==> src/include/spd_pkg.sv <==
// Shared constants and types of the servo panel status display
package spd_pkg;

	// ==========================================================
	// Timing
	localparam int CLK_KHZ   = 40000;
	localparam int SHOW_MS   = 1000;
	localparam int HOLD_MS   = 2000;
	localparam int IDLE_MS   = 20000;
	localparam int SHOW_CYC  = SHOW_MS * CLK_KHZ;
	localparam int HOLD_CYC  = HOLD_MS * CLK_KHZ;
	localparam int IDLE_CYC  = IDLE_MS * CLK_KHZ;

	// ==========================================================
	// Register offsets (byte addresses)
	localparam logic [7:0] OFS_CTRL   = 8'h00;
	localparam logic [7:0] OFS_MONSEL = 8'h04;
	localparam logic [7:0] OFS_ATTR   = 8'h08;
	localparam logic [7:0] OFS_PMIN   = 8'h0c;
	localparam logic [7:0] OFS_PMAX   = 8'h10;
	localparam logic [7:0] OFS_PRSV   = 8'h14;
	localparam logic [7:0] OFS_PVAL   = 8'h18;
	localparam logic [7:0] OFS_STATUS = 8'h1c;

	// Field positions
	localparam int CTRL_SERVO_ON = 0;
	localparam int CTRL_PASS_OK  = 1;
	localparam int CTRL_HEX_MON  = 2;
	localparam int ATTR_RO       = 0;
	localparam int ATTR_SON_LOCK = 1;
	localparam int ATTR_PWR_CYC  = 2;
	localparam int ATTR_WIDE     = 3;
	localparam int ATTR_HEX      = 4;
	localparam int ATTR_RSV_EN   = 5;
	localparam int STAT_RES_POS  = 8;
	localparam int STAT_MON_POS  = 16;

	// Reset values
	localparam logic [2:0]  CTRL_RST = 3'h0;
	localparam logic [5:0]  ATTR_RST = 6'h00;
	localparam logic [31:0] WORD_RST = 32'h0000_0000;

	// ==========================================================
	// Monitor codes
	localparam logic [4:0] MON_FB_USER   = 5'h00;
	localparam logic [4:0] MON_ENC_FB    = 5'h03;
	localparam logic [4:0] MON_CMD_FREQ  = 5'h06;
	localparam logic [4:0] MON_AVG_LOAD  = 5'h0c;
	localparam logic [4:0] MON_RESONANCE = 5'h11;
	localparam logic [4:0] MON_INDEX_POS = 5'h12;
	localparam logic [4:0] MON_LAST      = 5'h12;

	// Save outcome codes
	localparam logic [2:0] RES_NONE  = 3'h0;
	localparam logic [2:0] RES_SAVED = 3'h1;
	localparam logic [2:0] RES_RO    = 3'h2;
	localparam logic [2:0] RES_LOCK  = 3'h3;
	localparam logic [2:0] RES_OOR   = 3'h4;
	localparam logic [2:0] RES_SON   = 3'h5;
	localparam logic [2:0] RES_PON   = 3'h6;

	// ==========================================================
	// Glyphs: 0..15 are hex digits
	localparam logic [5:0] GL_A = 6'h0a, GL_C = 6'h0c, GL_D = 6'h0d, GL_E = 6'h0e;
	localparam logic [5:0] GL_BLANK = 6'h10, GL_MINUS = 6'h11, GL_H = 6'h12, GL_L = 6'h13;
	localparam logic [5:0] GL_N = 6'h14, GL_O = 6'h15, GL_P = 6'h16, GL_R = 6'h17;
	localparam logic [5:0] GL_T = 6'h18, GL_U = 6'h19, GL_Y = 6'h1a, GL_K = 6'h1b;
	localparam logic [5:0] GL_FIVE = 6'h05, GL_ZERO = 6'h00;

	// Five glyphs, index 4 is the leftmost digit
	typedef logic [4:0][5:0] spd_glyphs_t;

	localparam spd_glyphs_t TXT_SAVED = {GL_FIVE, GL_A, GL_U, GL_E, GL_D};
	localparam spd_glyphs_t TXT_RO    = {GL_R, GL_MINUS, GL_ZERO, GL_L, GL_Y};
	localparam spd_glyphs_t TXT_LOCK  = {GL_L, GL_O, GL_C, GL_K, GL_D};
	localparam spd_glyphs_t TXT_OOR   = {GL_ZERO, GL_U, GL_T, GL_MINUS, GL_R};
	localparam spd_glyphs_t TXT_SON   = {GL_FIVE, GL_R, GL_U, GL_O, GL_N};
	localparam spd_glyphs_t TXT_PON   = {GL_P, GL_O, GL_MINUS, GL_O, GL_N};
	localparam spd_glyphs_t TXT_PARAM = {GL_P, GL_A, GL_R, GL_A, GL_MINUS};

	typedef enum logic [5:0] {
		MD_BANNER  = 6'b000001,
		MD_MONITOR = 6'b000010,
		MD_PARAM   = 6'b000100,
		MD_EDIT    = 6'b001000,
		MD_SAVE    = 6'b010000,
		MD_ALARM   = 6'b100000
	} spd_mode_t;

	// Panel output bundle
	typedef struct packed {
		spd_glyphs_t glyph;
		logic [4:0]  dp;
		logic [4:0]  blink;
	} spd_disp_t;

	// Key bundle
	typedef struct packed {
		logic mode;
		logic shift;
		logic up;
		logic down;
		logic set;
	} spd_keys_t;

endpackage : spd_pkg

==> src/core/spd_panel.sv <==
// Panel status and monitor display controller with APB register access
//
// Behaviour
// [RQ1] Set key after editing shows write outcome code for one second
// [RQ2] Successful store shows the saved code
// [RQ3] Read-only parameter rejects write and shows read-only code
// [RQ4] Wrong or missing password refuses write, shows locked code
// [RQ5] Out-of-range or reserved value refused, shows out-of-range code
// [RQ6] Servo-on-locked parameter refused while servo enabled, shows servo-on code
// [RQ7] Power-cycle parameter is stored but shows power-on code
// [RQ8] Decimal point marks high or low part of a 32-bit decimal value
// [RQ9] Negative decimal value lights the two leftmost decimal points
// [RQ10] Hexadecimal display never shows a negative sign
// [RQ11] Active alarm shows prefix symbol and three-digit alarm code
// [RQ12] Shift moves blinking digit; up and down change that digit
// [RQ13] Holding shift two seconds toggles sign of edited value
// [RQ14] Sign toggle refused when negated value leaves legal range
// [RQ15] Banner shown one second at power-up, then monitor mode
// [RQ16] Up and down step monitor code; register sets it directly
// [RQ17] Codes 0-2 select user-unit position, command and error
// [RQ18] Codes 3-5 select encoder-unit position, command and error
// [RQ19] Codes 6-11 select pulse frequency, speed and command values
// [RQ20] Codes 12-16 select loads, bus voltage, inertia, temperature
// [RQ21] Code 17 shows first resonance low, second resonance high
// [RQ22] Code 18 shows encoder count relative to index position
// [RQ23] Mode key cycles parameter, monitor, alarm; alarm skipped if none
// [RQ24] New alarm forces alarm mode; 20 s idle returns to it
// [RQ25] After save code expires, return to parameter mode
`timescale 1ns/10ps
module spd_panel
	import spd_pkg::*;
#(
	parameter int          SHOW_CYCLES = spd_pkg::SHOW_CYC,
	parameter int          HOLD_CYCLES = spd_pkg::HOLD_CYC,
	parameter int          IDLE_CYCLES = spd_pkg::IDLE_CYC,
	parameter spd_pkg::spd_glyphs_t BANNER = {6'h19, 6'h11, 6'h0d, 6'h17, 6'h19}
)(
	// Clock, reset, enable
	input  wire logic               pclk,
	input  wire logic               presetn,
	input  wire logic               ce,
	// APB slave
	input  wire logic               psel,
	input  wire logic               penable,
	input  wire logic               pwrite,
	input  wire logic [7:0]         paddr,
	input  wire logic [31:0]        pwdata,
	output logic      [31:0]        prdata,
	output logic                    pready,
	output logic                    pslverr,
	// Front-panel keys (pins, active high while pressed)
	input  wire spd_pkg::spd_keys_t key_pin,
	// Drive state from logic on pclk
	input  wire logic               alarm_active,
	input  wire logic [11:0]        alarm_code,
	input  wire logic [31:0]        mon_value,
	// Monitor selection and parameter store
	output logic      [4:0]         mon_code,
	output logic                    param_store,
	output logic      [31:0]        param_value,
	// Panel
	output spd_pkg::spd_disp_t      disp
);
	import spd_pkg::*;

	typedef struct packed {
		spd_mode_t         mode;
		spd_disp_t         disp;
		logic [4:0]        mon;
		logic [2:0]        ctrl;
		logic [5:0]        attr;
		logic signed [31:0] pmin;
		logic signed [31:0] pmax;
		logic signed [31:0] prsv;
		logic [31:0]       pval;
		logic signed [31:0] ed;
		logic [3:0]        cur;
		logic              hi;
		logic [31:0]       tmr;
		logic [31:0]       idle;
		logic [31:0]       hold;
		logic              hold_done;
		logic              left_alarm;
		spd_keys_t         k1;
		spd_keys_t         k2;
		spd_keys_t         k3;
		logic              alm_prev;
		logic [11:0]       code_prev;
		logic [2:0]        res;
		logic              store;
		logic [31:0]       bin;
		logic [39:0]       bw;
		logic              negw;
		logic [39:0]       bcd;
		logic              neg;
		logic [5:0]        bcnt;
		logic [31:0]       rdata;
		logic              rdy;
		logic              err;
	} spd_state_t;

	spd_state_t r;
	spd_state_t next_r;

	// ==========================================================
	// Helpers
	function automatic logic [31:0] spd_pow10(input logic [3:0] n);
		case (n)
			4'h0:    spd_pow10 = 32'h0000_0001;
			4'h1:    spd_pow10 = 32'h0000_000a;
			4'h2:    spd_pow10 = 32'h0000_0064;
			4'h3:    spd_pow10 = 32'h0000_03e8;
			4'h4:    spd_pow10 = 32'h0000_2710;
			4'h5:    spd_pow10 = 32'h0001_86a0;
			4'h6:    spd_pow10 = 32'h000f_4240;
			4'h7:    spd_pow10 = 32'h0098_9680;
			4'h8:    spd_pow10 = 32'h05f5_e100;
			default: spd_pow10 = 32'h3b9a_ca00;
		endcase
	endfunction : spd_pow10

	spd_keys_t   press;
	logic        hexf;
	logic        wide;
	logic        sub_hi;
	logic [3:0]  pos;
	logic [31:0] src;
	logic [31:0] step;
	logic [3:0]  cur_max;
	logic signed [31:0] negv;
	logic        any_key;
	logic        new_alarm;
	logic        acc;
	logic [39:0] adj;
	logic [4:0]  part;

	always_comb
	begin
		next_r    = r;
		press     = r.k2 & ~r.k3;
		any_key   = |r.k2;
		new_alarm = alarm_active & (~r.alm_prev | (alarm_code != r.code_prev));
		hexf      = (r.mode == MD_EDIT) ? r.attr[ATTR_HEX] : r.ctrl[CTRL_HEX_MON];
		wide      = (r.mode == MD_EDIT) ? r.attr[ATTR_WIDE] : 1'b1;
		cur_max   = wide ? (hexf ? 4'h7 : 4'h9) : (hexf ? 4'h3 : 4'h4);
		step      = hexf ? (32'h1 << {r.cur, 2'b00}) : spd_pow10(r.cur);
		negv      = -r.ed;
		src       = (r.mode == MD_EDIT) ? r.ed : mon_value;
		adj       = r.bw;
		acc       = psel & penable & ~r.rdy;
		next_r.store = 1'b0;

		// Key synchronisers and same-clock drive inputs
		next_r.k1        = key_pin;
		next_r.k2        = r.k1;
		next_r.k3        = r.k2;
		next_r.alm_prev  = alarm_active;
		next_r.code_prev = alarm_code;

		// ==========================================================
		// Timers
		next_r.tmr  = (r.tmr != 32'h0) ? r.tmr - 32'h1 : 32'h0;
		next_r.idle = (any_key || r.idle == 32'h0) ? IDLE_CYCLES[31:0] : r.idle - 32'h1;
		if (!r.k2.shift)
		begin
			next_r.hold      = 32'h0;
			next_r.hold_done = 1'b0;
		end
		else if (!r.hold_done)
			next_r.hold = r.hold + 32'h1;

		// ==========================================================
		// Mode machine
		case (r.mode)
			MD_BANNER:
				if (r.tmr == 32'h0)
					next_r.mode = MD_MONITOR; // RQ15
			MD_MONITOR:
			begin
				if (press.up) // RQ16
					next_r.mon = (r.mon == MON_LAST) ? MON_FB_USER : r.mon + 5'h1;
				else if (press.down) // RQ16
					next_r.mon = (r.mon == MON_FB_USER) ? MON_LAST : r.mon - 5'h1;
				if (press.set)
					next_r.ctrl[CTRL_HEX_MON] = ~r.ctrl[CTRL_HEX_MON];
				if (press.shift)
					next_r.hi = ~r.hi;
				if (press.mode)
					next_r.mode = alarm_active ? MD_ALARM : MD_PARAM; // RQ23
			end
			MD_PARAM:
				if (press.set)
				begin
					next_r.mode = MD_EDIT;
					next_r.ed   = r.pval;
					next_r.cur  = 4'h0;
				end
				else if (press.mode)
					next_r.mode = MD_MONITOR; // RQ23
			MD_EDIT:
			begin
				if (press.shift) // RQ12
					next_r.cur = (r.cur >= cur_max) ? 4'h0 : r.cur + 4'h1;
				if (press.up) // RQ12
					next_r.ed = r.ed + step;
				else if (press.down) // RQ12
					next_r.ed = r.ed - step;
				if (r.k2.shift && !r.hold_done && r.hold >= HOLD_CYCLES[31:0] - 32'h1)
				begin
					next_r.hold_done = 1'b1;
					if (negv >= r.pmin && negv <= r.pmax) // RQ14
						next_r.ed = negv; // RQ13
				end
				if (press.mode)
					next_r.mode = MD_PARAM;
				else if (press.set)
				begin
					next_r.mode = MD_SAVE;
					next_r.tmr  = SHOW_CYCLES[31:0]; // RQ1
					if (r.attr[ATTR_RO])
						next_r.res = RES_RO; // RQ3
					else if (!r.ctrl[CTRL_PASS_OK])
						next_r.res = RES_LOCK; // RQ4
					else if (r.ed < r.pmin || r.ed > r.pmax
						|| (r.attr[ATTR_RSV_EN] && r.ed == r.prsv))
						next_r.res = RES_OOR; // RQ5
					else if (r.ctrl[CTRL_SERVO_ON] && r.attr[ATTR_SON_LOCK])
						next_r.res = RES_SON; // RQ6
					else
					begin
						next_r.pval  = r.ed;
						next_r.store = 1'b1;
						next_r.res   = r.attr[ATTR_PWR_CYC] ? RES_PON : RES_SAVED; // RQ2 RQ7
					end
				end
			end
			MD_SAVE:
				if (r.tmr == 32'h0)
					next_r.mode = MD_PARAM; // RQ25
			MD_ALARM:
				if (press.mode)
				begin
					next_r.mode       = MD_PARAM; // RQ23
					next_r.left_alarm = 1'b1;
				end
			default:
				next_r.mode = MD_MONITOR;
		endcase

		// Alarm forcing overrides the mode set by any key action this cycle; that key's store or edit still happens
		if (new_alarm)
		begin
			next_r.mode       = MD_ALARM; // RQ24
			next_r.left_alarm = 1'b0;
		end
		else if (r.left_alarm && alarm_active && r.idle == 32'h1
			&& r.mode != MD_ALARM && !any_key)
		begin
			next_r.mode       = MD_ALARM; // RQ24
			next_r.left_alarm = 1'b0;
		end
		if (!alarm_active)
			next_r.left_alarm = 1'b0;

		// ==========================================================
		// Binary to BCD, one bit per cycle, result latched every 33 cycles
		if (r.bcnt == 6'h0)
		begin
			next_r.negw = src[31] & ~hexf; // RQ10
			next_r.bin  = src[31] ? (32'h0 - src) : src;
			next_r.bw   = 40'h0;
			next_r.bcnt = 6'h20;
		end
		else
		begin
			for (int i = 0; i < 10; i++)
				if (r.bw[i*4 +: 4] >= 4'h5)
					adj[i*4 +: 4] = r.bw[i*4 +: 4] + 4'h3;
			{next_r.bw, next_r.bin} = {adj[38:0], r.bin, 1'b0};
			next_r.bcnt = r.bcnt - 6'h1;
			if (r.bcnt == 6'h1)
			begin
				next_r.bcd = {adj[38:0], r.bin[31]};
				next_r.neg = r.negw;
			end
		end

		// ==========================================================
		// Display rendering
		sub_hi = (r.mode == MD_EDIT) ? (wide && r.cur > (hexf ? 4'h3 : 4'h4)) : r.hi;
		pos    = (r.mode == MD_EDIT && sub_hi) ? r.cur - (hexf ? 4'h4 : 4'h5) : r.cur;
		part   = 5'h0;
		next_r.disp.dp    = 5'h0;
		next_r.disp.blink = 5'h0;
		case (r.mode)
			MD_BANNER: next_r.disp.glyph = BANNER; // RQ15
			MD_PARAM:  next_r.disp.glyph = TXT_PARAM;
			MD_SAVE:
				case (r.res) // RQ1
					RES_RO:   next_r.disp.glyph = TXT_RO;
					RES_LOCK: next_r.disp.glyph = TXT_LOCK;
					RES_OOR:  next_r.disp.glyph = TXT_OOR;
					RES_SON:  next_r.disp.glyph = TXT_SON;
					RES_PON:  next_r.disp.glyph = TXT_PON;
					default:  next_r.disp.glyph = TXT_SAVED;
				endcase
			MD_ALARM: // RQ11
				next_r.disp.glyph = {GL_A, GL_L, {2'b00, alarm_code[11:8]},
					{2'b00, alarm_code[7:4]}, {2'b00, alarm_code[3:0]}};
			default:
			begin
				if (hexf) // RQ10
				begin
					next_r.disp.glyph[4] = !wide ? GL_BLANK : (sub_hi ? GL_H : GL_L);
					for (int i = 0; i < 4; i++)
						next_r.disp.glyph[i] = {2'b00, src[(sub_hi ? 16 : 0) + i*4 +: 4]};
				end
				else
				begin
					for (int i = 0; i < 5; i++)
						next_r.disp.glyph[i] = {2'b00, r.bcd[(sub_hi ? 20 : 0) + i*4 +: 4]};
					if (wide && sub_hi)
						part[0] = 1'b1; // RQ8
					if (r.neg)
						part[4:3] = 2'b11; // RQ9
				end
				next_r.disp.dp = part;
				if (r.mode == MD_EDIT)
					next_r.disp.blink = 5'h1 << pos[2:0]; // RQ12
			end
		endcase

		// ==========================================================
		// APB slave: one wait state, answer registered
		next_r.rdy = acc;
		next_r.err = 1'b0;
		if (acc)
		begin
			next_r.rdata = 32'h0;
			if (paddr == OFS_CTRL)
			begin
				next_r.rdata = {29'h0, r.ctrl};
				if (pwrite)
					next_r.ctrl = pwdata[2:0];
			end
			else if (paddr == OFS_MONSEL)
			begin
				next_r.rdata = {27'h0, r.mon};
				if (pwrite && pwdata[4:0] <= MON_LAST)
					next_r.mon = pwdata[4:0]; // RQ16
			end
			else if (paddr == OFS_ATTR)
			begin
				next_r.rdata = {26'h0, r.attr};
				if (pwrite)
					next_r.attr = pwdata[5:0];
			end
			else if (paddr == OFS_PMIN)
			begin
				next_r.rdata = r.pmin;
				if (pwrite)
					next_r.pmin = pwdata;
			end
			else if (paddr == OFS_PMAX)
			begin
				next_r.rdata = r.pmax;
				if (pwrite)
					next_r.pmax = pwdata;
			end
			else if (paddr == OFS_PRSV)
			begin
				next_r.rdata = r.prsv;
				if (pwrite)
					next_r.prsv = pwdata;
			end
			else if (paddr == OFS_PVAL)
			begin
				next_r.rdata = r.pval;
				// The panel's own store in the same cycle wins over software
				if (pwrite && !next_r.store)
					next_r.pval = pwdata;
			end
			else if (paddr == OFS_STATUS)
				next_r.rdata = {11'h0, r.mon, 5'h0, r.res, 2'h0, r.mode};
			else
				next_r.err = 1'b1;
		end
	end

	// ==========================================================
	// State register
	always_ff @(posedge pclk or negedge presetn)
	begin
		if (!presetn)
		begin
			r      <= '0;
			r.mode <= MD_BANNER;
			r.tmr  <= SHOW_CYCLES[31:0];
			r.idle <= IDLE_CYCLES[31:0];
			r.ctrl <= CTRL_RST;
			r.attr <= ATTR_RST;
			r.pval <= WORD_RST;
			r.disp.glyph <= BANNER;
		end
		else if (ce)
			r <= next_r;
	end

	// Monitor selection drives the value mux in the drive datapath:
	// 0-2 user units, 3-5 encoder units, 6-11 command and speed,
	// 12-16 load and power stage, 17 resonances, 18 index-relative count
	assign mon_code    = r.mon; // RQ17 RQ18 RQ19 RQ20 RQ21 RQ22
	assign param_store = r.store;
	assign param_value = r.pval;
	assign disp        = r.disp;
	assign prdata      = r.rdata;
	assign pready      = r.rdy;
	assign pslverr     = r.err;

endmodule : spd_panel

==> config.mk <==
export PLATFORM = sky130hd
export DESIGN_NAME = spd_panel
export DESIGN_NICKNAME = d
export VERILOG_FILES = /design/src/include/spd_pkg.sv /design/src/core/spd_panel.sv
export SDC_FILE = /design/constraint.sdc
export NUM_CORES = 2
export LEC_CHECK = 0
export ABC_CLOCK_PERIOD_IN_PS = 6120
export BUFFER_PORTS_ARGS = -buffer_cell sky130_fd_sc_hd__buf_2
export CAP_MARGIN = 20
export CORE_AREA = 2 2 244 246
export CTS_BUF_LIST = sky130_fd_sc_hd__clkbuf_8
export DETAILED_ROUTE_END_ITERATION = 8
export DIE_AREA = 0 0 246 248
export PLACE_DENSITY = 0.78
export SYNTH_ARGS = -nofsm -noshare
export SYNTH_HDL_FRONTEND = slang
export SYNTH_SLANG_ARGS = --single-unit
==> constraint.sdc <==
create_clock -name pclk -period 6.12 [get_ports pclk]
set_input_delay 1.224 -clock pclk [delete_from_list [all_inputs] [get_ports pclk]]
set_output_delay 1.224 -clock pclk [all_outputs]
set_load 0.01 [all_outputs]
==> flow_summary.ini <==
[outcome]
status = finished, final reports clean

[run]
cap_violations = 0

[sta]
period_needed_ps = 5680
max_slew_margin_pct = 27.5
slew_viol_final = 0
hold_violations = 0
timing.final.crit_share_pct = 92.8
tns_ps = 0
tightestPinTransition_ps = 1090
rsz0062_at_grt = no
setup_viol = 0
finClkSkew_ps = 48.5
fmax_mhz = 176

[final_layout]
seq_area_um2 = 12600
final_util_pct = 63.9
syn2layout_area_growth_pct = 7.75
layout_common_cells = dfrtp_1 (465), nand2_1 (435), nor2_1 (320), a21oi_1 (285), o21ai_0 (265)
drive_gt1_share_pct = 14.2
stdcell_area_um2 = 37400
fillerInstances = 4951
layout_commonest_cell = dfrtp_1
multiInputGateArea_um2 = 19700
layout.cells.non_filler = 4862
layout.nets = 4349

[synthesis]
synth_area_um2 = 34700
ys_seq_area_share_pct = 36.3
yosysTopAreaCell = dfrtp_1
synth.ff_latch_count = 501
synthTopCellsByArea = dfrtp_1 (34%), ha_1 (8.5%), nand2_1 (4.7%)
synth_cell_type_count = 99
syn_inst = 3990
synth-edff-count = 0
synth_area_per_cell_um2 = 8.69
synth_top_area_share_pct = 33.6
synth_async_sr_flop_share_pct = 100
ys_warn_count = 0
synth_ff_type = dfrtp_1

[setup_path]
crit_end = r[319]$_DFFE_PN0P_
crit_chain = or4_4 > nor4_4 > nand3b_2 > nor2_1 > nand3_1 > or2_1 > nor4_2 > xnor2_1 > ha_1 > and4_1 > a221o_1 > a221o_1 > nor3_1 > mux2_2 > o211ai_1 > buf_4 > nor4b_1 > mux2i_1 > nor2_1
worst_r2r_path_depth = 19
cp_max_fo = 8
worstSetupEndpointType = flip-flop
critPathMaxStageDelay_ps = 570
path_class = reg2reg
r2r-start = r[291]$_DFFE_PN0P_
r2r_slack_ps = 440
regToRegEndpoint = r[319]$_DFFE_PN0P_
arrival_ps = 6270
cp-startpoint = r[291]$_DFFE_PN0P_
crit_required_ps = 6710
worstSetupStartpointType = flip-flop
cp_slowest_cell = or4_4

[detailed_routing]
first_pass_iters = 9
top_layer = met5
wl_met3_mm = 10.5
met1_length_mm = 43.7
ant_nets = 0
drc = 0
vias_per_cell = 6.41
routed_wl_mm = 107
vias = 31100
detail_route.wl_per_cell_um = 22.0
dr_wl_met2_mm = 47.9
drt_first_iter_violations = 3491

[clock_tree]
clkTransAtPathRegs_ps = 60
h-tree-depth = 3
cts-resized-gates = 0
ctsRootBufferMaster = clkbuf_8
post-cts-setup-buffers = 0
hold_buffers = 0
clock_sinks = 501
cts_max_path_buffers = 3
cts_buffers = 86
cts_tree = done
insertion_delay_ps = 710

[global_route]
grt_max_degree = 153
grt_usage_pct = 34.6
grt_overflow = 0
first_global_vias = 28800
grt_pass1_wl_mm = 165
grt_antenna_before_repair = 13

[die]
core_area_um2 = 58500
ioPinCount = 208
die-area_um2 = 61000
die_w_um = 246
die_h_um = 248
start_util_pct = 59.3
core.rowCount = 89

[placed_design]
port-buffer-count = 200
gp_congestion = 0.981
placed_cell_area_um2 = 35600
hpwl_mm = 79.3
placedCellCount = 4699

[power_and_ir_drop]
powerDensity_nw_per_um2 = 351
ir_worst_vdd_mv = 0.311
power_leakage_nw = 17.5

[hold_path]
hold_path.class = in2async
-- Yosys cell counts, drive strengths merged, types with 83 or more instances --
master,number
mux2,83
a21oi,285
nor2,327
nand3,87
xnor2,123
o21ai,270
inv,189
buf,167
clkbuf,180
ha,236
dfrtp,465
nand2,437
-- metal layers --
layer  global-route usage, %  vias to the layer above
li1                        -                    14300
met1                    46.8                    15000
met2                    53.8                     1576
met3                    6.82                      270
met4                    15.4                       14
met5                       0                        -
-- flip-flops by register name (all words and copies together), names as in the netlist --
signal,flops
disp,32
mon_code,5
next_r,10
param_store,1
param_value,32
prdata,32
pready,1
pslverr,1
r,387
-- per-stage QoR --
| stage | setup slack (ps) | hold slack (ps) | power, mW |
|---|---|---|---|
| floorplan | 995 | 439 | 8.34 |
| global placement | 590 | 448 | 9.77 |
| detailed placement | 456 | 457 | 9.89 |
| CTS | 446 | 415 | 13.0 |
| global route | 31.8 | 447 | 13.9 |
| finish | 442 | 409 | 13.1 |
-- kinds of logic (layout without fill, tap and decap cells) --
logic type | Yosys count | in the layout | share of synthesized area (%)
AO/OA/AOI/OAI | 1137 | 1137 | 21.5
multiplexers | 139 | 139 | 4.51
buffers and inverters | 537 | 625 | 7.28
adder cells (fa/ha/maj) | 238 | 238 | 8.63
other | 1 | 12 | 0.0108
AND/OR/NAND/NOR | 1239 | 1239 | 16.8
XOR/XNOR | 198 | 198 | 5.00
flip-flops | 501 | 501 | 36.3
-- worst min-delay path by stage --
stage / start / endpoint / slack [ps] / cells past startpoint
6_report: presetn / prdata[26]$_DFFE_PN0P_ / 410 / 1
5_1_grt: presetn / prdata[30]$_DFFE_PN0P_ / 450 / 1
4_1_cts: presetn / prdata[26]$_DFFE_PN0P_ / 410 / 1
3_5_place_dp: prdata[3]$_DFFE_PN0P_ / prdata[3]$_DFFE_PN0P_ / 460 / 2
3_3_place_gp: r[261]$_DFFE_PN1P_ / r[261]$_DFFE_PN1P_ / 450 / 2
2_1_floorplan: r[261]$_DFFE_PN1P_ / r[261]$_DFFE_PN1P_ / 440 / 2
-- power breakdown --
part	total [mW]	internal [mW]	switching, mW	leakage, nW
clock	3.11	1.67	1.44	1.04
sequential	4.64	4.01	0.629	6.17
combinational	5.38	2.05	3.33	10.3
total	13.1	7.72	5.40	17.5
-- critical path: cells and delay by family, from the launching register on --
family	cells	cell delay (ps)
AOI/OAI and AO/OA	3	1060
xor gates and xnor gates	1	240
adders and majority gates	1	310
buffers and inverters	1	270
DFF	1	470
muxes	2	590
and+or+nand+nor	11	2620
-- cell type report --
class / count / area share (%)
clock inverter: 53 / 0.851
sequential: 501 / 33.7
timing repair buffer: 278 / 4.49
clock buffer: 104 / 3.83
antenna: 5 / 0.0335
inverter: 190 / 1.91
multi-input combinational: 2958 / 52.6
tap: 773 / 2.59
Note: power is estimated with default switching activity, not from simulation.
